`src/rtl/tca_pkg.sv`:
```
// Package of constants and types for the Type-C port attach logic.
package tca_pkg;
	// Pulldown classes reported by the pin comparators.
	localparam logic [1:0] CLS_OPEN = 2'h0;
	localparam logic [1:0] CLS_SINK = 2'h1;
	localparam logic [1:0] CLS_CABLE = 2'h2;
	// Contact codes.
	localparam logic [1:0] CODE_NONE = 2'h0;
	localparam logic [1:0] CODE_CC1 = 2'h1;
	localparam logic [1:0] CODE_CC2 = 2'h2;
	// Pullup advertisement selections.
	localparam logic [1:0] RP_0A5 = 2'h0;
	localparam logic [1:0] RP_1A5 = 2'h1;
	localparam logic [1:0] RP_3A0 = 2'h2;
	// Register byte offsets.
	localparam logic [7:0] OFS_CTRL = 8'h00;
	localparam logic [7:0] OFS_DEB = 8'h04;
	localparam logic [7:0] OFS_STAT = 8'h08;
	localparam logic [7:0] OFS_FAULT = 8'h0c;
	// Control register fields.
	localparam int CTRL_CFG = 0;
	localparam int CTRL_BUCK = 1;
	localparam int CTRL_RP_LO = 2;
	localparam int CTRL_VCONN = 4;
	localparam logic [31:0] CTRL_RST = 32'h0000_0002;
	// Debounce register reset value.
	localparam logic [15:0] DEB_RST = 16'h0100;
	// Status register fields.
	localparam int ST_ATT = 0;
	localparam int ST_ORI = 1;
	localparam int ST_CODE = 2;
	localparam int ST_VBUS = 4;
	localparam int ST_VC1 = 5;
	localparam int ST_VC2 = 6;
	localparam int ST_GATE = 7;
	localparam int ST_PERMIT = 8;
	localparam int ST_OVP = 9;
	localparam int ST_OCP = 10;
	localparam int ST_NCFG = 11;
	// Fault register fields, write one to clear.
	localparam int FLT_OVP = 0;
	localparam int FLT_OCP = 1;
	// Gate lead time before soft start, in microseconds.
	localparam int CLK_MHZ = 50;
	localparam int GATE_LEAD_US = 10;
	localparam int GATE_LEAD_CYC = GATE_LEAD_US * CLK_MHZ;
	localparam logic [15:0] GATE_LEAD_N = 16'(GATE_LEAD_CYC);
	// Power sequencer states.
	typedef enum logic [3:0] {
		SQ_OFF = 4'b0001,
		SQ_GATE = 4'b0010,
		SQ_RUN = 4'b0100,
		SQ_DISCH = 4'b1000
	} tca_seq_t;
endpackage

```
`src/rtl/tca_debounce.sv`:
```
// Debouncer that passes a vector only after it holds steady.
`timescale 1ns/10ps
`default_nettype none
module tca_debounce #(
	parameter int W = 4
) (
	input wire logic ref_clk, // System clock.
	input wire logic arst_n, // Asynchronous reset, active low.
	input wire logic clr, // Synchronous clear to zero.
	input wire logic [W-1:0] raw, // Sampled vector.
	input wire logic [15:0] limit, // Required stable cycles.
	output logic [W-1:0] stable_q // Debounced vector.
);
	logic [W-1:0] last_q;
	logic [15:0] cnt_q;

	// Restart the count whenever the sample moves.
	always_ff @(posedge ref_clk or negedge arst_n) begin
		if (!arst_n) begin
			last_q <= '0;
			cnt_q <= '0;
		end else if (clr || raw != last_q) begin
			last_q <= raw;
			cnt_q <= '0;
		end else if (cnt_q != 16'hffff) begin
			cnt_q <= cnt_q + 16'h0001;
		end
	end

	// Accept the sample once it has held long enough.
	always_ff @(posedge ref_clk or negedge arst_n) begin
		if (!arst_n) begin
			stable_q <= '0;
		end else if (clr) begin
			stable_q <= '0;
		end else if (raw == last_q && cnt_q >= limit) begin
			stable_q <= last_q;
		end
	end
endmodule // tca_debounce
`default_nettype wire

```
`src/rtl/tca_attach.sv`:
```
// Type-C port attach, orientation and power sequencing logic.
`timescale 1ns/10ps
`default_nettype none
module tca_attach
	import tca_pkg::*;
(
	input wire logic ref_clk, // 50 MHz system clock.
	input wire logic arst_n, // Asynchronous reset, active low.
	input wire logic wb_cyc_i, // Wishbone cycle.
	input wire logic wb_stb_i, // Wishbone strobe.
	input wire logic wb_we_i, // Wishbone write enable.
	input wire logic [7:0] wb_adr_i, // Wishbone byte address.
	input wire logic [3:0] wb_sel_i, // Wishbone byte selects.
	input wire logic [31:0] wb_dat_i, // Wishbone write data.
	output logic [31:0] wb_dat_o, // Wishbone read data.
	output logic wb_ack_o, // Wishbone acknowledge.
	input wire logic [1:0] cc1_class, // CC1 pulldown class.
	input wire logic [1:0] cc2_class, // CC2 pulldown class.
	input wire logic system_wake_enable, // Main enable pin.
	input wire logic bias_uv, // Logic supply undervoltage.
	input wire logic buck_enable_pin, // Converter enable pin.
	input wire logic vconn_src_ok, // Cable power source in range.
	input wire logic vconn_ovp, // Cable power overvoltage.
	input wire logic vconn_ocp, // Cable power overcurrent.
	input wire logic disch_done, // Output discharge finished.
	output logic [1:0] rp_sel, // Pullup level on both pins.
	output logic standby, // Low consumption standby.
	output logic not_cfg_int, // Not configured indication.
	output logic ext_fet_gate_drive, // External FET gate drive.
	output logic buck_run, // Converter on, soft start.
	output logic vconn_cc1_en, // Cable power onto CC1.
	output logic vconn_cc2_en, // Cable power onto CC2.
	output logic orient_o, // Orientation pin level.
	output logic orient_oe // Orientation pin pulls low.
);
	// Two-stage synchronisers for all pin inputs.
	// A class pair can tear for one cycle when both pins move at once;
	// the debouncer downstream absorbs that.
	localparam int NS = 11;
	logic [NS-1:0] pin_raw;
	logic [NS-1:0] sync1_q;
	logic [NS-1:0] sync2_q;
	assign pin_raw = {cc1_class, cc2_class, system_wake_enable,
		bias_uv, buck_enable_pin, vconn_src_ok, vconn_ovp,
		vconn_ocp, disch_done};

	always_ff @(posedge ref_clk or negedge arst_n) begin
		if (!arst_n) begin
			sync1_q <= '0;
			sync2_q <= '0;
		end else begin
			sync1_q <= pin_raw;
			sync2_q <= sync1_q;
		end
	end

	logic [1:0] cc1_s;
	logic [1:0] cc2_s;
	logic wake_s;
	logic uv_s;
	logic benp_s;
	logic vsrc_s;
	logic ovp_s;
	logic ocp_s;
	logic disch_s;
	assign cc1_s = sync2_q[10:9];
	assign cc2_s = sync2_q[8:7];
	assign wake_s = sync2_q[6];
	assign uv_s = sync2_q[5];
	assign benp_s = sync2_q[4];
	assign vsrc_s = sync2_q[3];
	assign ovp_s = sync2_q[2];
	assign ocp_s = sync2_q[1];
	assign disch_s = sync2_q[0];

	// System reset: enable low or supply undervoltage.
	logic sys_clr;
	assign sys_clr = !wake_s || uv_s;
	assign standby = !wake_s;

	// Software registers.
	logic [31:0] ctrl_q;
	logic [15:0] deb_q;
	logic [1:0] fault_q;
	logic bus_req;
	logic wr_en;
	assign bus_req = wb_cyc_i && wb_stb_i && !wb_ack_o;
	assign wr_en = bus_req && wb_we_i;

	// Control and debounce registers, reloaded with their reset values by system reset.
	always_ff @(posedge ref_clk or negedge arst_n) begin
		if (!arst_n) begin
			ctrl_q <= CTRL_RST;
			deb_q <= DEB_RST;
		end else if (sys_clr) begin
			ctrl_q <= CTRL_RST;
			deb_q <= DEB_RST;
		end else if (wr_en && wb_adr_i == OFS_CTRL) begin
			if (wb_sel_i[0]) begin
				ctrl_q[4:0] <= wb_dat_i[4:0];
			end
		end else if (wr_en && wb_adr_i == OFS_DEB) begin
			if (wb_sel_i[0]) begin
				deb_q[7:0] <= wb_dat_i[7:0];
			end
			if (wb_sel_i[1]) begin
				deb_q[15:8] <= wb_dat_i[15:8];
			end
		end
	end

	logic configured;
	logic buck_en_bit;
	logic vconn_feat;
	assign configured = ctrl_q[CTRL_CFG];
	assign buck_en_bit = ctrl_q[CTRL_BUCK];
	assign vconn_feat = ctrl_q[CTRL_VCONN];
	// Pullup level follows the register alone; attach is untouched.
	assign rp_sel = ctrl_q[CTRL_RP_LO +: 2];
	assign not_cfg_int = !configured;

	// Sticky cable power faults; a new fault beats a clear.
	// A system reset leaves them set, so software still sees why cable
	// power was cut after a restart.
	logic [1:0] flt_clr;
	assign flt_clr = (wr_en && wb_adr_i == OFS_FAULT && wb_sel_i[0])
		? wb_dat_i[1:0] : 2'h0;

	always_ff @(posedge ref_clk or negedge arst_n) begin
		if (!arst_n) begin
			fault_q <= 2'h0;
		end else begin
			fault_q[FLT_OVP] <= ovp_s ||
				(fault_q[FLT_OVP] && !flt_clr[FLT_OVP]);
			fault_q[FLT_OCP] <= ocp_s ||
				(fault_q[FLT_OCP] && !flt_clr[FLT_OCP]);
		end
	end

	// Debounce the pulldown classes before decoding.
	logic [3:0] cls_deb;
	tca_debounce #(
		.W(4)
	) u_deb (
		.ref_clk(ref_clk),
		.arst_n(arst_n),
		.clr(sys_clr),
		.raw({cc1_s, cc2_s}),
		.limit(deb_q),
		.stable_q(cls_deb)
	);

	logic [1:0] c1;
	logic [1:0] c2;
	assign c1 = cls_deb[3:2];
	assign c2 = cls_deb[1:0];

	// Decode the pulldown pair into a contact code.
	logic [1:0] code_d;
	always_comb begin
		code_d = CODE_NONE;
		if (c1 == CLS_SINK && c2 != CLS_SINK) begin
			code_d = CODE_CC1;
		end else if (c2 == CLS_SINK && c1 != CLS_SINK) begin
			code_d = CODE_CC2;
		end
	end

	// Attach flags registered from the decoded code.
	logic sink_attached_flag;
	logic orientation_flag;
	logic [1:0] cc_contact_code;
	logic cable_q;
	always_ff @(posedge ref_clk or negedge arst_n) begin
		if (!arst_n) begin
			cc_contact_code <= CODE_NONE;
			sink_attached_flag <= 1'b0;
			orientation_flag <= 1'b0;
			cable_q <= 1'b0;
		end else begin
			cc_contact_code <= code_d;
			sink_attached_flag <= code_d != CODE_NONE;
			orientation_flag <= code_d == CODE_CC1;
			cable_q <= (code_d == CODE_CC1 && c2 == CLS_CABLE) ||
				(code_d == CODE_CC2 && c1 == CLS_CABLE);
		end
	end

	// Open-drain orientation pin pulls low for a CC2 sink.
	assign orient_o = 1'b0;
	assign orient_oe = cc_contact_code == CODE_CC2;

	// Converter permission and request.
	logic buck_permit;
	logic run_req;
	assign buck_permit = benp_s && buck_en_bit;
	assign run_req = sink_attached_flag && buck_permit &&
		configured && wake_s;

	// Power sequencer with gate lead and discharge tail.
	// A request lost in the lead phase drops straight back to off, since
	// the converter never started and there is nothing to bleed.
	tca_seq_t seq_q;
	logic [15:0] lead_q;
	always_ff @(posedge ref_clk or negedge arst_n) begin
		if (!arst_n) begin
			seq_q <= SQ_OFF;
			lead_q <= '0;
		end else begin
			unique case (seq_q)
				SQ_OFF: begin
					lead_q <= '0;
					if (run_req) begin
						seq_q <= SQ_GATE;
					end
				end
				SQ_GATE: begin
					lead_q <= lead_q + 16'h0001;
					if (!run_req) begin
						seq_q <= SQ_OFF;
					end else if (lead_q >= GATE_LEAD_N - 16'h0001) begin
						seq_q <= SQ_RUN;
					end
				end
				SQ_RUN: begin
					if (!run_req) begin
						seq_q <= SQ_DISCH;
					end
				end
				SQ_DISCH: begin
					if (disch_s) begin
						seq_q <= SQ_OFF;
					end
				end
			endcase
		end
	end

	// Gate stays on from the lead phase until discharge completes.
	assign ext_fet_gate_drive = seq_q != SQ_OFF;
	assign buck_run = seq_q == SQ_RUN;

	// Cable power onto the pin without the channel wire.
	logic vconn_ok;
	assign vconn_ok = vconn_feat && vsrc_s && cable_q &&
		sink_attached_flag && fault_q == 2'h0 &&
		!ovp_s && !ocp_s;
	always_ff @(posedge ref_clk or negedge arst_n) begin
		if (!arst_n) begin
			vconn_cc1_en <= 1'b0;
			vconn_cc2_en <= 1'b0;
		end else begin
			vconn_cc1_en <= vconn_ok &&
				cc_contact_code == CODE_CC2;
			vconn_cc2_en <= vconn_ok &&
				cc_contact_code == CODE_CC1;
		end
	end

	// Status word.
	logic [31:0] stat_w;
	always_comb begin
		stat_w = 32'h0000_0000;
		stat_w[ST_ATT] = sink_attached_flag;
		stat_w[ST_ORI] = orientation_flag;
		stat_w[ST_CODE +: 2] = cc_contact_code;
		stat_w[ST_VBUS] = buck_run;
		stat_w[ST_VC1] = vconn_cc1_en;
		stat_w[ST_VC2] = vconn_cc2_en;
		stat_w[ST_GATE] = ext_fet_gate_drive;
		stat_w[ST_PERMIT] = buck_permit;
		stat_w[ST_OVP] = fault_q[FLT_OVP];
		stat_w[ST_OCP] = fault_q[FLT_OCP];
		stat_w[ST_NCFG] = !configured;
	end

	// Read mux; unmapped addresses read zero.
	logic [31:0] rd_w;
	always_comb begin
		unique case (wb_adr_i)
			OFS_CTRL: rd_w = ctrl_q;
			OFS_DEB: rd_w = {16'h0000, deb_q};
			OFS_STAT: rd_w = stat_w;
			OFS_FAULT: rd_w = {30'h0000_0000, fault_q};
			default: rd_w = 32'h0000_0000;
		endcase
	end

	// One-cycle acknowledge with registered read data.
	always_ff @(posedge ref_clk or negedge arst_n) begin
		if (!arst_n) begin
			wb_ack_o <= 1'b0;
			wb_dat_o <= 32'h0000_0000;
		end else begin
			wb_ack_o <= bus_req;
			if (bus_req && !wb_we_i) begin
				wb_dat_o <= rd_w;
			end
		end
	end
endmodule // tca_attach
`default_nettype wire

```
`config.mk`:
```
export PLATFORM = sky130hd
export DESIGN_NAME = tca_attach
export DESIGN_NICKNAME = d
export VERILOG_FILES = /design/src/rtl/tca_pkg.sv /design/src/rtl/tca_debounce.sv /design/src/rtl/tca_attach.sv
export SDC_FILE = /design/constraint.sdc
export NUM_CORES = 1
export LEC_CHECK = 0
export ABC_AREA = 0
export BUFFER_PORTS_ARGS = -buffer_cell sky130_fd_sc_hd__buf_2
export CAP_MARGIN = 20
export CORE_ASPECT_RATIO = 1.4
export CORE_MARGIN = 3
export CORE_UTILIZATION = 52
export CTS_BUF_LIST = sky130_fd_sc_hd__clkbuf_16
export DETAILED_ROUTE_END_ITERATION = 16
export GPL_TIMING_DRIVEN = 0
export HOLD_SLACK_MARGIN = 0.03
export PLACE_DENSITY = 0.75
export SLEW_MARGIN = 20
export SYNTH_ARGS = -nofsm -noshare
export SYNTH_HDL_FRONTEND = slang
export SYNTH_SLANG_ARGS = --single-unit
export TNS_END_PERCENT = 5
```
`constraint.sdc`:
```
create_clock -name ref_clk -period 2.69 [get_ports ref_clk]
set_input_delay 0.4035 -clock ref_clk [delete_from_list [all_inputs] [get_ports ref_clk]]
set_output_delay 0.4035 -clock ref_clk [all_outputs]
set_load 0.01 [all_outputs]
```
==> metrics <==
Critical Path End Type=register; Starting Density=54.3%; DR DRC count=0; max-slew violations=0; nets=697; Setup WS pre-CTS=485 ps; TritonCTS clock tree=built; postcts setup bufs=0; Chip Width=92.9 um; Mapped Area=5500 um2; slowest CP cell=a211oi_1; cts bufs inserted=9; Layout area overhead=16.5%; clock buffer depth=2; total track usage=21.6%; synth warn=0; RSZ-0062 raised after global routing=no; Synth top area share=49.6%; Worst Hold Class=in2reg; MaxCap Viol Count=0; FF+latch count, synth=112; worst-margin pin slew=675 ps; I/O Pins=103; most used flip-flop cell after synthesis=dfrtp_1; Reg clk slew, reported paths=70 ps; Final Hold Slack=154 ps; ys async rst share=100%; first-pass GRT wire length=20000 um; clock sink count=112; antenna violations before repair=0; final setup vio count=0; Peak VDD IR=351 uV; share of layout cells above drive strength 1=22.0%; most frequent cell after synthesis=dfrtp_1; largest net degree at the start of global routing=60; startpoint types=register; Final Hold Viols=0; Fin Clk Skew=6.81 ps; sequential share of the synthesized area=51.1%; Post-synth top cells=dfrtp_1, nand2_1, nor2_1; min Tclk post-route=2270 ps; worst path cell trace=ha_1 -> a21oi_1 -> o21ai_0 -> a211oi_1 -> and3_4 -> o22ai_1; die height=128 um; post-synth cell types=62; synthesized netlist cell count=521; Final Util=63.3%; n_diodes=0; WP data arrival=2500 ps; Worst Path Required=2920 ps; Tcrit/Tclk final=84.3%; fmax=0.441 GHz; Met3 Wirelength=485 um; PwrDens=501 nW/um2; placed cell areas=6090 um2; wirelength, routed=12200 um; Rows=43; drt first-iter violations=275; CP Class=reg2reg; Worst Path Max Fanout=6; synth top area cells=dfrtp_1, ha_1, mux2i_1, nand2_1, nor2_1; DR vias=4211; crit-path max cell delay=620 ps; met1 WL=4780 um; Final Power=3.21 mW; number of global-route vias before repair=4208; core area=10100 um2; post-route cell area=6400 um2; number of synthesized flops with an enable pin=0; mean post-synth cell area=10.5 um2; fill cell count=839; Clock Latency Late Sink=350 ps; DIE AREA=11900 um2; dpl hpwl=9340 um; gpl congestion=0.889; GRT Residual Overflow=0; static leakage=3.10 nW; number of H-tree levels=3; Port Buffers=67; Top Metal Used=met4; Root Buffer=clkbuf_16; vias per inst=5.56; DRT antenna net count=0; average wire per standard cell=16.2 um; met2 routed WL=6640 um; Pre-antenna DRT Iters=6; outcome=finished, final reports clean; Worst slew margin=54.7%; Yosys top cell by area=dfrtp_1; setup slack after layout=421 ps
## final timing paths
check / start / endpoint / slack, ps / cells past startpoint
setup reg to reg: u_deb.cnt_q[7] / u_deb.stable_q[3] / 420 / 6
setup / recovery: u_deb.cnt_q[7] / u_deb.stable_q[3] / 420 / 6
max in group asynchronous: arst_n / seq_q[0] / 1430 / 3
hold reg to reg: sync1_q[3] / sync2_q[3] / 350 / 0
hold / removal: cc1_class[1] / sync1_q[10] / 150 / 1
min in group asynchronous: arst_n / lead_q[6] / 570 / 2
## cells in the final DEF, fill, tap and decap left out, types with 17 or more instances in the layout
| cell type | instances |
|---|---|
| dfrtp_1 | 109 |
| buf_2 | 71 |
| nand2_1 | 56 |
| nor2_1 | 45 |
| o21ai_0 | 30 |
| inv_1 | 25 |
| buf_4 | 21 |
| mux2i_1 | 21 |
| ha_1 | 20 |
| conb_1 | 17 |
## registers in the layout, indices dropped and copies added, names as in the netlist
signal	count
cable_q	1
cc_contact_code	2
ctrl_q	5
deb_q	16
fault_q	2
lead_q	16
seq_q	4
sink_attached_flag	1
sync1_q	11
sync2_q	11
u_deb.cnt_q	16
u_deb.last_q	4
u_deb.stable_q	4
vconn_cc1_en	1
vconn_cc2_en	1
wb_ack_o	1
wb_dat_o	16
## power by group
group | total [mW] | leakage (nW) | switching [mW] | internal [mW]
combinational | 0.162 | 1.47 | 0.0979 | 0.0646
sequential | 1.72 | 1.48 | 0.0117 | 1.70
clock | 1.33 | 0.141 | 0.609 | 0.722
total | 3.21 | 3.10 | 0.718 | 2.49
## metrics by stage
| stage | cells | TNS, ps |
|---|---|---|
| floorplan | 537 | 0 |
| global placement | 739 | -470 |
| detailed placement | 740 | 0 |
| CTS | 757 | 0 |
| global route | 757 | 0 |
| finish | 757 | 0 |
## critical path: cells and delay by family (launching register included)
family / cells / cell delay [ps]
adders and majority gates: 1 / 350
AOI/OAI and AO/OA: 4 / 1000
and+or+nand+nor: 1 / 340
DFF: 1 / 460
## kinds of logic (layout without fill, tap and decap cells)
kind of cell / count (synthesis) / after routing / synth area share [%]
compound gates: 101 / 101 / 13.0
xor+xnor: 13 / 13 / 2.07
fa+ha+maj: 20 / 20 / 4.55
buf+inv: 63 / 148 / 5.99
flops: 112 / 112 / 51.1
mux: 23 / 23 / 4.64
other cells: 1 / 17 / 0.0682
simple gates: 188 / 188 / 18.6
## routing by layer
layer,global-route usage [%],vias to the layer above
li1,-,2005
met1,25.2,2048
met2,38.6,132
met3,4.24,26
met4,8.63,0
met5,0,-
## final cells by class
class / instances / area [um2] / area share, %
flip-flops and latches: 112 / 2810 / 43.8
multi-input cells: 362 / 2420 / 37.8
repair buffers: 69 / 379 / 5.92
plain buffers: 38 / 235 / 3.67
clock buffers: 9 / 225 / 3.52
well taps: 135 / 169 / 2.64
inverters: 25 / 93.8 / 1.47
clock inverters: 7 / 72.6 / 1.13
## timing repair
item / CTS / global route
gates resized for setup: 0 / 0
hold buffers: 1 / 0
endpoints found under the hold margin: 52 / 0
Note: power is estimated with default switching activity, not from simulation.
